**src/sac_pkg.sv**
```systemverilog
// Constants, types and register map of the security alarm and lifecycle controller
// Summary of operation
// - Latch every detector event into status
// - Reset reaction resets chip on event
// - Flag reaction sets status bit and raises fast interrupt, no chip reset
// - Seven detector alarm sources are monitored
// - Tamper stops operation: reset or fast interrupt
// - Invalid address access raises fast interrupt
// - Forbidden code execution in EEPROM raises interrupt
// - Security register writes need privileged access
// - Accesses to prohibited areas are trapped
// - All registers take defaults at power-on
// - Partition memory, restrict user mode accesses
// - Access decisions depend on privileged/user mode
// - Normal mode is permanent, never back
// - Test entry needs correct authentication password
// - Test commands rejected once in normal mode
// - Clock and reset pads are glitch filtered
// - Detection always on; only reaction configurable
package sac_pkg;

	// Event bit positions in status, clear and enable
	localparam int NDET = 7;
	localparam int EV_FREQ = 0;
	localparam int EV_BADADDR = 7;
	localparam int EV_EXEC = 8;
	localparam int EV_MPU = 9;
	localparam int EV_REGTRAP = 10;
	localparam int NEV = 11;
	localparam int NREG = 4;

	// Register byte offsets
	localparam logic [7:0] ADR_STATUS = 8'h00;
	localparam logic [7:0] ADR_CLEAR = 8'h04;
	localparam logic [7:0] ADR_ENABLE = 8'h08;
	localparam logic [7:0] ADR_REACT = 8'h0C;
	localparam logic [7:0] ADR_LIFE = 8'h10;
	localparam logic [7:0] ADR_REGION0 = 8'h20;

	// Region word fields: base page, limit page, user read/write/exec
	localparam int RG_BASE_LSB = 0;
	localparam int RG_LIM_LSB = 8;
	localparam int RG_R = 16;
	localparam int RG_W = 17;
	localparam int RG_X = 18;
	localparam int REACT_RESET = 0;

	// Memory map in 256-byte pages
	localparam logic [7:0] MEM_TOP_PG = 8'hEF;
	localparam logic [7:0] EE_LO_PG = 8'h80;
	localparam logic [7:0] EE_HI_PG = 8'hBF;

	// Timing, clock at 40 MHz
	localparam int CLK_PERIOD_PS = 25000;
	localparam int RSTF_NS = 100;
	localparam int RSTF_CYC = (RSTF_NS * 1000 + CLK_PERIOD_PS - 1) / CLK_PERIOD_PS;
	localparam int CLKF_MIN_NS = 50;
	localparam int CLKF_CYC = (CLKF_MIN_NS * 1000 + CLK_PERIOD_PS - 1) / CLK_PERIOD_PS;
	localparam int CHIP_RST_NS = 200;
	localparam int CHIP_RST_CYC = (CHIP_RST_NS * 1000 + CLK_PERIOD_PS - 1) / CLK_PERIOD_PS;

	// Test port commands
	localparam logic [1:0] TCMD_AUTH = 2'h0;
	localparam logic [1:0] TCMD_FTEST = 2'h1;
	localparam logic [1:0] TCMD_NORMAL = 2'h2;

	typedef enum logic [1:0] {
		LC_LOCKED = 2'b00,
		LC_TEST = 2'b01,
		LC_NORMAL = 2'b10
	} sac_life_t;

	typedef struct packed {
		logic valid;
		logic priv;
		logic fetch;
		logic write;
		logic [15:0] addr;
	} sac_cpu_acc_t;

	typedef struct packed {
		logic valid;
		logic [1:0] cmd;
		logic [31:0] data;
	} sac_tcmd_t;

endpackage

```
**src/sac_ctrl.sv**
```systemverilog
// Security alarm, access control and lifecycle controller with Wishbone slave
//
// Decided for this implementation: the placing of the registers and register access over Wishbone.
`timescale 1ns/1ps
module sac_ctrl
	import sac_pkg::*;
#(
	parameter logic [31:0] TEST_PASSWORD = 32'h1234_5678 // Arbitrary value
) (
	input wire logic clk_i,
	input wire logic rst_i,
	input wire logic wb_cyc_i,
	input wire logic wb_stb_i,
	input wire logic wb_we_i,
	input wire logic [7:0] wb_adr_i,
	input wire logic [3:0] wb_sel_i,
	input wire logic [31:0] wb_dat_i,
	input wire logic wb_priv_i,
	output logic [31:0] wb_dat_o,
	output logic wb_ack_o,
	input wire logic [NDET-1:0] det_i,
	input wire logic ext_clk_i,
	input wire logic ext_rst_i,
	input wire sac_cpu_acc_t cpu_acc_i,
	input wire sac_tcmd_t tcmd_i,
	input wire logic nvm_normal_i,
	output logic irq_o,
	output logic fast_interrupt_request_o,
	output logic chip_rst_o,
	output logic acc_trap_o,
	output logic clk_filt_o,
	output logic tst_ok_o,
	output logic tst_rej_o,
	output logic ftest_start_o,
	output logic fuse_prog_o,
	output logic test_mode_o
);

	// Region hit on a page, used by several checks
	function automatic logic rg_hit(input logic [31:0] rg, input logic [7:0] pg);
		rg_hit = (pg >= rg[RG_BASE_LSB +: 8]) && (pg <= rg[RG_LIM_LSB +: 8]);
	endfunction

	localparam logic [3:0] RSTF_MAX = 4'(RSTF_CYC);
	localparam logic [3:0] CLKF_MIN = 4'(CLKF_CYC);
	localparam logic [3:0] CHRST_LD = 4'(CHIP_RST_CYC);
	localparam int EV_HI = NEV - 1;

	logic [NEV-1:0] status_r, status_nxt;
	logic [NEV-1:0] enable_r, enable_nxt;
	logic react_r, react_nxt;
	logic [31:0] region_r [NREG];
	logic [31:0] region_nxt [NREG];
	logic ack_r, ack_nxt;
	logic [31:0] dat_r, dat_nxt;
	logic irq_r, irq_nxt;
	logic fast_int_r, fast_int_nxt;
	logic [3:0] chrst_cnt_r, chrst_cnt_nxt;
	logic chrst_r, chrst_nxt;
	logic [3:0] rstf_cnt_r, rstf_cnt_nxt;
	logic trap_r, trap_nxt;
	logic clk_smp_r, clk_smp_nxt;
	logic clk_filt_r, clk_filt_nxt;
	logic [3:0] clk_cnt_r, clk_cnt_nxt;
	logic hf_ev;
	sac_life_t life_r, life_nxt;
	logic strap_done_r, strap_done_nxt;
	logic tok_r, tok_nxt;
	logic trej_r, trej_nxt;
	logic ftest_r, ftest_nxt;
	logic fuse_r, fuse_nxt;
	logic tmode_r, tmode_nxt;
	logic [NEV-1:0] ev;
	logic [NDET-1:0] det_ev;
	logic bus_req, bus_wr, wr_ok;
	logic [7:0] pg;
	logic user_ok, bad_addr, exec_viol, mpu_viol;

	// Wishbone handshake: one-cycle ack, request acted on when ack rises
	assign bus_req = wb_cyc_i && wb_stb_i && !ack_r;
	assign bus_wr = bus_req && wb_we_i;
	assign wr_ok = bus_wr && wb_priv_i;

	// Clock pad filter; a phase shorter than the minimum is a frequency alarm
	always_comb begin
		clk_smp_nxt = ext_clk_i;
		clk_cnt_nxt = clk_cnt_r;
		clk_filt_nxt = clk_filt_r;
		hf_ev = 1'b0;
		if (clk_smp_r != clk_filt_r) begin
			if (clk_cnt_r + 4'h1 >= CLKF_MIN) begin
				clk_filt_nxt = clk_smp_r;
				clk_cnt_nxt = 4'h0;
			end else begin
				clk_cnt_nxt = clk_cnt_r + 4'h1;
			end
		end else begin
			if (clk_cnt_r != 4'h0 && clk_cnt_r < CLKF_MIN) begin
				hf_ev = 1'b1;
			end
			clk_cnt_nxt = 4'h0;
		end
	end

	always_ff @(posedge clk_i) begin
		if (rst_i) begin
			// Track the pad in reset, else a false short phase follows release
			clk_smp_r <= ext_clk_i;
			clk_cnt_r <= 4'h0;
			clk_filt_r <= ext_clk_i;
		end else begin
			clk_smp_r <= clk_smp_nxt;
			clk_cnt_r <= clk_cnt_nxt;
			clk_filt_r <= clk_filt_nxt;
		end
	end

	// Access checks on every CPU access, no software override
	always_comb begin
		pg = cpu_acc_i.addr[15:8];
		user_ok = 1'b0;
		for (int i = 0; i < NREG; i++) begin
			if (rg_hit(region_r[i], pg)) begin
				if (cpu_acc_i.fetch && region_r[i][RG_X]) begin
					user_ok = 1'b1;
				end
				if (!cpu_acc_i.fetch && cpu_acc_i.write && region_r[i][RG_W]) begin
					user_ok = 1'b1;
				end
				if (!cpu_acc_i.fetch && !cpu_acc_i.write && region_r[i][RG_R]) begin
					user_ok = 1'b1;
				end
			end
		end
		bad_addr = cpu_acc_i.valid && (pg > MEM_TOP_PG);
		// User fetch from EEPROM without exec right
		exec_viol = cpu_acc_i.valid && !bad_addr && !cpu_acc_i.priv && cpu_acc_i.fetch
			&& (pg >= EE_LO_PG) && (pg <= EE_HI_PG) && !user_ok;
		mpu_viol = cpu_acc_i.valid && !bad_addr && !cpu_acc_i.priv && !exec_viol && !user_ok;
		trap_nxt = bad_addr || exec_viol || mpu_viol;
	end

	// Event vector; detectors cannot be masked from software
	always_comb begin
		det_ev = det_i;
		det_ev[EV_FREQ] = det_i[EV_FREQ] || hf_ev;
		ev = '0;
		ev[NDET-1:0] = det_ev;
		ev[EV_BADADDR] = bad_addr;
		ev[EV_EXEC] = exec_viol;
		ev[EV_MPU] = mpu_viol;
		ev[EV_REGTRAP] = bus_wr && !wb_priv_i;
	end

	// Register file and interrupt state
	always_comb begin
		status_nxt = status_r;
		enable_nxt = enable_r;
		react_nxt = react_r;
		region_nxt = region_r;
		ack_nxt = bus_req;
		dat_nxt = '0;
		if (wr_ok && wb_sel_i[0]) begin
			if (wb_adr_i == ADR_CLEAR) begin
				status_nxt = status_r & ~wb_dat_i[EV_HI:0];
			end
		end
		status_nxt = status_nxt | ev;
		if (wr_ok) begin
			unique case (wb_adr_i)
				ADR_ENABLE: begin
					if (wb_sel_i[0]) enable_nxt[7:0] = wb_dat_i[7:0];
					if (wb_sel_i[1]) enable_nxt[EV_HI:8] = wb_dat_i[EV_HI:8];
				end
				ADR_REACT: begin
					if (wb_sel_i[0]) react_nxt = wb_dat_i[REACT_RESET];
				end
				default: begin
					for (int i = 0; i < NREG; i++) begin
						if (wb_adr_i == ADR_REGION0 + 8'(4 * i)) begin
							for (int b = 0; b < 3; b++) begin
								if (wb_sel_i[b]) region_nxt[i][8*b +: 8] = wb_dat_i[8*b +: 8];
							end
						end
					end
				end
			endcase
		end
		if (bus_req && !wb_we_i) begin
			unique case (wb_adr_i)
				ADR_STATUS: dat_nxt[EV_HI:0] = status_r;
				ADR_ENABLE: dat_nxt[EV_HI:0] = enable_r;
				ADR_REACT: dat_nxt[REACT_RESET] = react_r;
				ADR_LIFE: dat_nxt[1:0] = life_r;
				default: begin
					for (int i = 0; i < NREG; i++) begin
						if (wb_adr_i == ADR_REGION0 + 8'(4 * i)) begin
							dat_nxt = region_r[i] & 32'h0007_FFFF;
						end
					end
				end
			endcase
		end
		irq_nxt = |(status_nxt & enable_nxt);
		// Tamper alarm in flag mode raises fast interrupt
		fast_int_nxt = status_nxt[EV_BADADDR] || status_nxt[EV_EXEC] || status_nxt[EV_MPU]
			|| (!react_nxt && |status_nxt[NDET-1:0]);
	end

	always_ff @(posedge clk_i) begin
		if (rst_i) begin
			status_r <= '0;
			enable_r <= '0;
			react_r <= 1'b1;
			for (int i = 0; i < NREG; i++) begin
				region_r[i] <= 32'h0000_0000;
			end
			ack_r <= 1'b0;
			dat_r <= 32'h0000_0000;
			irq_r <= 1'b0;
			fast_int_r <= 1'b0;
			trap_r <= 1'b0;
		end else begin
			status_r <= status_nxt;
			enable_r <= enable_nxt;
			react_r <= react_nxt;
			region_r <= region_nxt;
			ack_r <= ack_nxt;
			dat_r <= dat_nxt;
			irq_r <= irq_nxt;
			fast_int_r <= fast_int_nxt;
			trap_r <= trap_nxt;
		end
	end

	// Chip reset: filtered pad reset or detector reaction
	always_comb begin
		rstf_cnt_nxt = ext_rst_i ? rstf_cnt_r : 4'h0;
		// Reset pad must hold to count
		if (ext_rst_i && rstf_cnt_r < RSTF_MAX) begin
			rstf_cnt_nxt = rstf_cnt_r + 4'h1;
		end
		chrst_cnt_nxt = (chrst_cnt_r != 4'h0) ? chrst_cnt_r - 4'h1 : 4'h0;
		if (react_r && |det_ev) begin
			chrst_cnt_nxt = CHRST_LD;
		end
		chrst_nxt = (chrst_cnt_nxt != 4'h0) || (rstf_cnt_nxt == RSTF_MAX);
	end

	always_ff @(posedge clk_i) begin
		if (rst_i) begin
			rstf_cnt_r <= 4'h0;
			chrst_cnt_r <= 4'h0;
			chrst_r <= 1'b1;
		end else begin
			rstf_cnt_r <= rstf_cnt_nxt;
			chrst_cnt_r <= chrst_cnt_nxt;
			chrst_r <= chrst_nxt;
		end
	end

	// Lifecycle: fuse sampled once after reset release, then commands
	always_comb begin
		life_nxt = life_r;
		strap_done_nxt = 1'b1;
		tok_nxt = 1'b0;
		trej_nxt = 1'b0;
		ftest_nxt = 1'b0;
		fuse_nxt = 1'b0;
		if (!strap_done_r) begin
			life_nxt = nvm_normal_i ? LC_NORMAL : LC_LOCKED;
		end else if (tcmd_i.valid) begin
			unique case (life_r)
				LC_LOCKED: begin
					if (tcmd_i.cmd == TCMD_AUTH && tcmd_i.data == TEST_PASSWORD) begin
						life_nxt = LC_TEST;
						tok_nxt = 1'b1;
					end else begin
						trej_nxt = 1'b1;
					end
				end
				LC_TEST: begin
					tok_nxt = 1'b1;
					if (tcmd_i.cmd == TCMD_FTEST) begin
						ftest_nxt = 1'b1;
					end else if (tcmd_i.cmd == TCMD_NORMAL) begin
						life_nxt = LC_NORMAL;
						fuse_nxt = 1'b1;
					end
				end
				LC_NORMAL: trej_nxt = 1'b1;
				default: begin
					life_nxt = LC_NORMAL;
					trej_nxt = 1'b1;
				end
			endcase
		end
		tmode_nxt = (life_nxt == LC_TEST);
	end

	always_ff @(posedge clk_i) begin
		if (rst_i) begin
			life_r <= LC_LOCKED;
			strap_done_r <= 1'b0;
			tok_r <= 1'b0;
			trej_r <= 1'b0;
			ftest_r <= 1'b0;
			fuse_r <= 1'b0;
			tmode_r <= 1'b0;
		end else begin
			life_r <= life_nxt;
			strap_done_r <= strap_done_nxt;
			tok_r <= tok_nxt;
			trej_r <= trej_nxt;
			ftest_r <= ftest_nxt;
			fuse_r <= fuse_nxt;
			tmode_r <= tmode_nxt;
		end
	end

	assign wb_dat_o = dat_r;
	assign wb_ack_o = ack_r;
	assign irq_o = irq_r;
	assign fast_interrupt_request_o = fast_int_r;
	assign chip_rst_o = chrst_r;
	assign acc_trap_o = trap_r;
	assign clk_filt_o = clk_filt_r;
	assign tst_ok_o = tok_r;
	assign tst_rej_o = trej_r;
	assign ftest_start_o = ftest_r;
	assign fuse_prog_o = fuse_r;
	assign test_mode_o = tmode_r;
endmodule

```
**config.mk**
```make
export PLATFORM = sky130hd
export DESIGN_NAME = sac_ctrl
export DESIGN_NICKNAME = d
export VERILOG_FILES = /design/src/sac_pkg.sv /design/src/sac_ctrl.sv
export SDC_FILE = /design/constraint.sdc
export NUM_CORES = 1
export LEC_CHECK = 0
export BUFFER_PORTS_ARGS = -buffer_cell sky130_fd_sc_hd__buf_4
export CORE_ASPECT_RATIO = 1.25
export CORE_MARGIN = 2
export CORE_UTILIZATION = 30
export CTS_CLUSTER_SIZE = 24
export DETAILED_ROUTE_END_ITERATION = 16
export PLACE_DENSITY = 0.58
export RECOVER_POWER = 25
export SYNTH_ARGS = -nofsm -noshare
export SYNTH_HDL_FRONTEND = slang
export SYNTH_SLANG_ARGS = --single-unit
```
**constraint.sdc**
```tcl
create_clock -name clk_i -period 3.4 [get_ports clk_i]
set_input_delay 0.34 -clock clk_i [delete_from_list [all_inputs] [get_ports clk_i]]
set_output_delay 0.34 -clock clk_i [all_outputs]
set_load 0.05 [all_outputs]
```
Word level (Yosys, flattened, before mapping) --
Cells that the tools add are included.
Storage, ports and cells: register bits 158, input port bits 115, output and inout bits 43, logic and storage cells 222
Operators by class: add/subtract/negate cells 3, $lt $le $gt $ge 14, equality and inequality tests 16, multiplexer cells 55, bitwise operators 10, reductions and logical operators 89
Operators by type and width (count):
- $mux 19 | 4
- $reduce_and 4->1 | 12
- $mux 11 | 4
- $logic_and 1x1->1 | 39
- $eq 32x29->1 const B | 1
- $eq 8x6->1 const B | 4
- $ge 8x8->1 | 4
- $le 8x8->1 | 4
- $mux 1 | 29
- $pmux 9 s3 | 1
- $and 11x11->11 | 2
- $eq 8x4->1 const B | 2
- $mux 4 | 4
- $reduce_or 7->1 | 2
- $mux 2 | 6
- $reduce_bool 4->1 | 3
- $not 11->11 | 1
- $or 11x11->11 | 1
- $reduce_or 11->1 | 1
- $logic_not 1->1 | 10
- $reduce_or 9->1 | 1
- $add 4x1->4 const B | 2
- $eq 8x3->1 const B | 1
- $eq 8x5->1 const B | 1
- other kinds (27) | 48

Depth between registers and ports, before layout --
depth in word-level cells 27, gate-level depth with buffers 10, depth with buffers taken out 10

Worst setup path before layout --
OpenSTA, ideal clock, no wires.
kind input-to-reg, from in wb_adr_i[5], to reg irq_r, in the netlist irq_o, library setup time 0.137 ns, data arrival time 2.680 ns, data required time 3.263 ns, setup slack 0.583 ns, cell stages on the path 7, path buffers 0, cells stage by stage or4_4 -> or4b_4 -> nor4_4 -> mux2i_1 -> o22ai_1 -> nor3_1 -> a41oi_2
Between the ends: word-level cells in the longest chain between the ends 6, elaborated cells on any way between the ends 9, those cells by class eq/ne (2); mux (4); bitwise (2); reduce/logical (1)
RTL lines:
- start, declared | line sac_ctrl.sv:15 | input wire logic [7:0] wb_adr_i,
- $eq 8x3->1 | line sac_ctrl.sv:164 | if (wb_adr_i == ADR_CLEAR) begin
- $mux 11 | line sac_ctrl.sv:164
- $mux 11 | line sac_ctrl.sv:163 | if (wr_ok && wb_sel_i[0]) begin
- $or 11x11->11 | line sac_ctrl.sv:168 | status_nxt = status_nxt | ev;
- $and 11x11->11 * | line sac_ctrl.sv:204 | irq_nxt = |(status_nxt & enable_nxt);
- $reduce_or 11->1 * | line sac_ctrl.sv:204
- end signal, assigned | line sac_ctrl.sv:230 | irq_r <= irq_nxt;
- end, declared | line sac_ctrl.sv:56 | logic irq_r, irq_nxt;
Mark *: on every way between the ends. The rest lies on a longest branch, timed or not. A chain may end at the register's enable or synchronous reset.

Worst setup path after layout --
from reg region_r[0] (netlist bit), to reg irq_r, in the netlist irq_o
Between the ends: word-level cells in the longest chain between the ends 11
RTL lines:
- start, declared | line sac_ctrl.sv:52 | logic [31:0] region_r [NREG];
- start signal, assigned | line sac_ctrl.sv:227 | region_r <= region_nxt;
- $ge 8x8->1 * | line sac_ctrl.sv:41 | rg_hit = (pg >= rg[RG_BASE_LSB +: 8]) && (pg <= rg[RG_LIM_LSB +: 8]);
- $logic_and 1x1->1 * | line sac_ctrl.sv:41
- $mux 1 * | line sac_ctrl.sv:123 | if (rg_hit(region_r[i], pg)) begin
- $logic_not 1->1 * | line sac_ctrl.sv:138, sac_ctrl.sv:139
- $logic_and 1x1->1 | line sac_ctrl.sv:138 | && (pg >= EE_LO_PG) && (pg <= EE_HI_PG) && !user_ok;
- $logic_not 1->1 | line sac_ctrl.sv:139 | mpu_viol = cpu_acc_i.valid && !bad_addr && !cpu_acc_i.priv && !exec_viol && !user_ok;
- $logic_and 1x1->1 (2 in series) | line sac_ctrl.sv:139
- $or 11x11->11 * | line sac_ctrl.sv:168
- $and 11x11->11 * | line sac_ctrl.sv:204
- $reduce_or 11->1 * | line sac_ctrl.sv:204
Marks and branches as above.

==> summary.md <==
| Metric | Value |
|---|---|
| Status | complete, but fails checks |
| Failing checks | max-capacitance violations, max-slew violations |
| Crit-path max FO | 3 |
| Max_cap viols | 1 |
| Top FF cell, synth | dfxtp_1 |
| Worst Hold Class | in2reg |
| Crit path required time | 3.76 ns |
| WHS | 0.110 ns |
| Die Ht | 182 um |
| Skew final | 0.0108 ns |
| TritonCTS clock tree | yes |
| CTS resizes | 0 |
| Critical path's top delay family | compound AO/OA/AOI/OAI gates |
| Clk root buf | clkbuf_16 |
| IO Port Bufs | 122 |
| Met1 WL | 10000 um |
| Final setup violation count | 0 |
| Relative slew margins | -26.0% |
| Io pins | 158 |
| Post-synth cell types | 61 |
| Post-route ant nets | 0 |
| Share of the yosys chip area belonging to registers | 38.2% |
| Total gr overflow | 0 |
| DR vias | 6791 |
| Drt drc | 0 |
| Top layer in use | met4 |
| Synth area leader | dfxtp_1 |
| Unrepaired setup endpoints after global routing | false |
| Clock buffer depth | 2 |
| First-pass DRT Iterations | 7 |
| Post-Syn Instances | 868 |
| Largest net degree at the start of global routing | 68 |
| Clock sinks | 145 |
| Async set or reset register ratio after synthesis | 0% |
| Detailed placement HPWL | 17700 um |
| CTS H-tree depth | 4 |
| Reg clk slew, reported paths | 0.07 ns |
| GR Util All Layers | 17.5% |
| Achievable clock frequency | 349 MHz |
| Worst path arrival time | 3.22 ns |
| Vias in the first global route | 6750 |
| Crit. End Element | flop |
| Worst Path Buf+Inv | 0 |
| Maximum vdd drop | 0.000337 V |
| Global-route wire length before repair | 36400 um |
| Yosys reg bits | 145 |
| Most frequent cells in the layout | 144 x dfxtp_1, 130 x nor2_1, 110 x buf_4 |
| Vias per cell | 5.02 |
| Fin nets | 1187 |
| DIE AREA | 0.0267 mm^2 |
| Final slew viol count | 40 |
| Post-synth EDFFs | 1 |
| Share of the synthesized area in the top cell type | 37.8% |
| Hold Path Depth | 2 |
| LEAKAGE | 3.57 nW |
| CTS Buf Count | 17 |
| Core Util, Final | 37.5% |
| Routed length per instance | 17.1 um |
| Yosys warns | 0 |
| Critical Path Max Stage Delay | 0.45 ns |
| Initial antenna violation count | 0 |
| Setup TNS | 0 ns |
| Final-report hold violation count | 0 |
| Layout area overhead | 23.6% |
| Commonest non-fill, non-tap cell in the layout | dfxtp_1 |
| Cell Pwr Density | 415 mW/mm^2 |
| Worst Max-Slew Pin Slew | 1.89 ns |
| CP Launch Type | flop |
| Slowest cell on crit path | a2111oi_0 |
| Post-CTS setup repair buffer count | 0 |
| Routability cong. | 0.867 |
| CTS Hold Bufs | 1 |
| Starting DRT DRC Count | 413 |
| Metal2 WL | 11400 um |
| Later-pin clock latency in the skew report | 0.43 ns |
| Fillers | 2623 |
| Share of cells above drive strength 1 | 15.5% |
| Total Wirelength | 23100 um |
| Total core area | 0.0251 mm^2 |
| R2R depth | 9 |
| Synth Area per Inst | 8.78 um^2 |
| Synth top area cells | dfxtp_1 38%, mux2i_1 12%, ha_1 11% |
| Die width | 147 um |
| # diodes | 0 |
| Tmin final | 2.87 ns |
| # rows | 65 |
| Synth Cell Area | 0.00762 mm^2 |
| Critical path, cell by cell | ha_1 -> nand2b_1 -> a2111oi_0 -> o41a_1 -> nor4_1 -> a311oi_1 -> nand4_1 -> or2_2 -> a41oi_2 |
| Total power | 3.91 mW |
| Worst Path Class, Setup | reg2reg |
| Initial Util | 30.3% |
| Final worst-path cycle share | 84.4% |
| Detail Route met3 WL | 977 um |
| Crit path depth | 9 |
## worst paths after layout
| check | start | end | slack [ns] |
|---|---|---|---|
| worst min register to register | enable_r[9] | wb_dat_o[9] | 0.47 |
| worst max register to register | region_r[0] | irq_o | 0.53 |
| worst max-delay path | region_r[0] | irq_o | 0.53 |
| worst min-delay path | tcmd_i[33] | ftest_start_o | 0.11 |
## worst reg2reg max path, stage by stage (launching register included)
cell       delay [ns]
dfxtp_1          0.40
ha_1             0.25
nand2b_1         0.13
a2111oi_0        0.45
o41a_1           0.25
nor4_1           0.07
a311oi_1         0.44
nand4_1          0.29
or2_2            0.35
a41oi_2          0.18
## cell usage after synthesis (all sizes together) (5+ instances only)
cell,n
buf,14
mux2,5
a22oi,7
nand4,18
a211oi,6
nor2,130
dfxtp,144
nand2,58
nor4,9
o211ai,6
nand2b,7
clkbuf,27
o21ai,36
mux2i,92
a222oi,7
inv,64
nand3,11
a21o,5
a21oi,53
nor3,16
o221ai,7
o22ai,11
nor2b,8
ha,68
## state kept, by name, summed over array words and instances, names as in the netlist, 2 cells and up
name,flops
status_r,11
rstf_cnt_r,4
region_r,76
enable_r,11
chrst_cnt_r,4
wb_dat_o,19
life_r,2
clk_cnt_r,4
## metal layers
metal / vias to the layer above / GRT usage [%]
li1: 3341 / -
met1: 3234 / 21.0
met2: 171 / 30.5
met3: 45 / 3.82
met4: 0 / 7.22
met5: - / 0
## logic make-up after synthesis
kind of cell,Yosys count,synth area share (%)
AND/OR/NAND/NOR,285,18.0
adder cells (fa/ha/maj),68,11.2
multiplexers,97,12.8
AO/OA/AOI/OAI,163,13.6
other,1,0.0492
XOR/XNOR,3,0.345
buffers and inverters,106,5.87
flip-flops,145,38.2
## power breakdown
| part | internal (mW) | leakage [nW] | switching [mW] |
|---|---|---|---|
| Combinational | 0.147 | 2.13 | 0.233 |
| Clock | 1.02 | 0.273 | 0.783 |
| Sequential | 1.72 | 1.18 | 0.0135 |
## per-stage QoR
step | setup slack, ns | instance area [um^2] | cells
final | 0.531 | 9420 | 1352
after global routing | 0.378 | 9420 | 1352
after CTS | 0.602 | 9540 | 1352
after detailed placement | 0.276 | 8970 | 1319
after global placement | 0.299 | 8970 | 1319
after floorplan | 0.583 | 7680 | 883
## area by class of cell
cell class,instances,area [um^2],share of cell area [%]
inverters,65,244,2.59
well taps,335,419,4.45
flip-flops and latches,145,2910,30.9
multi-input cells,632,4330,45.9
clock buffers,19,433,4.59
clock inverters,13,126,1.34
repair buffers,143,960,10.2
(Power assumes the default switching activity.)
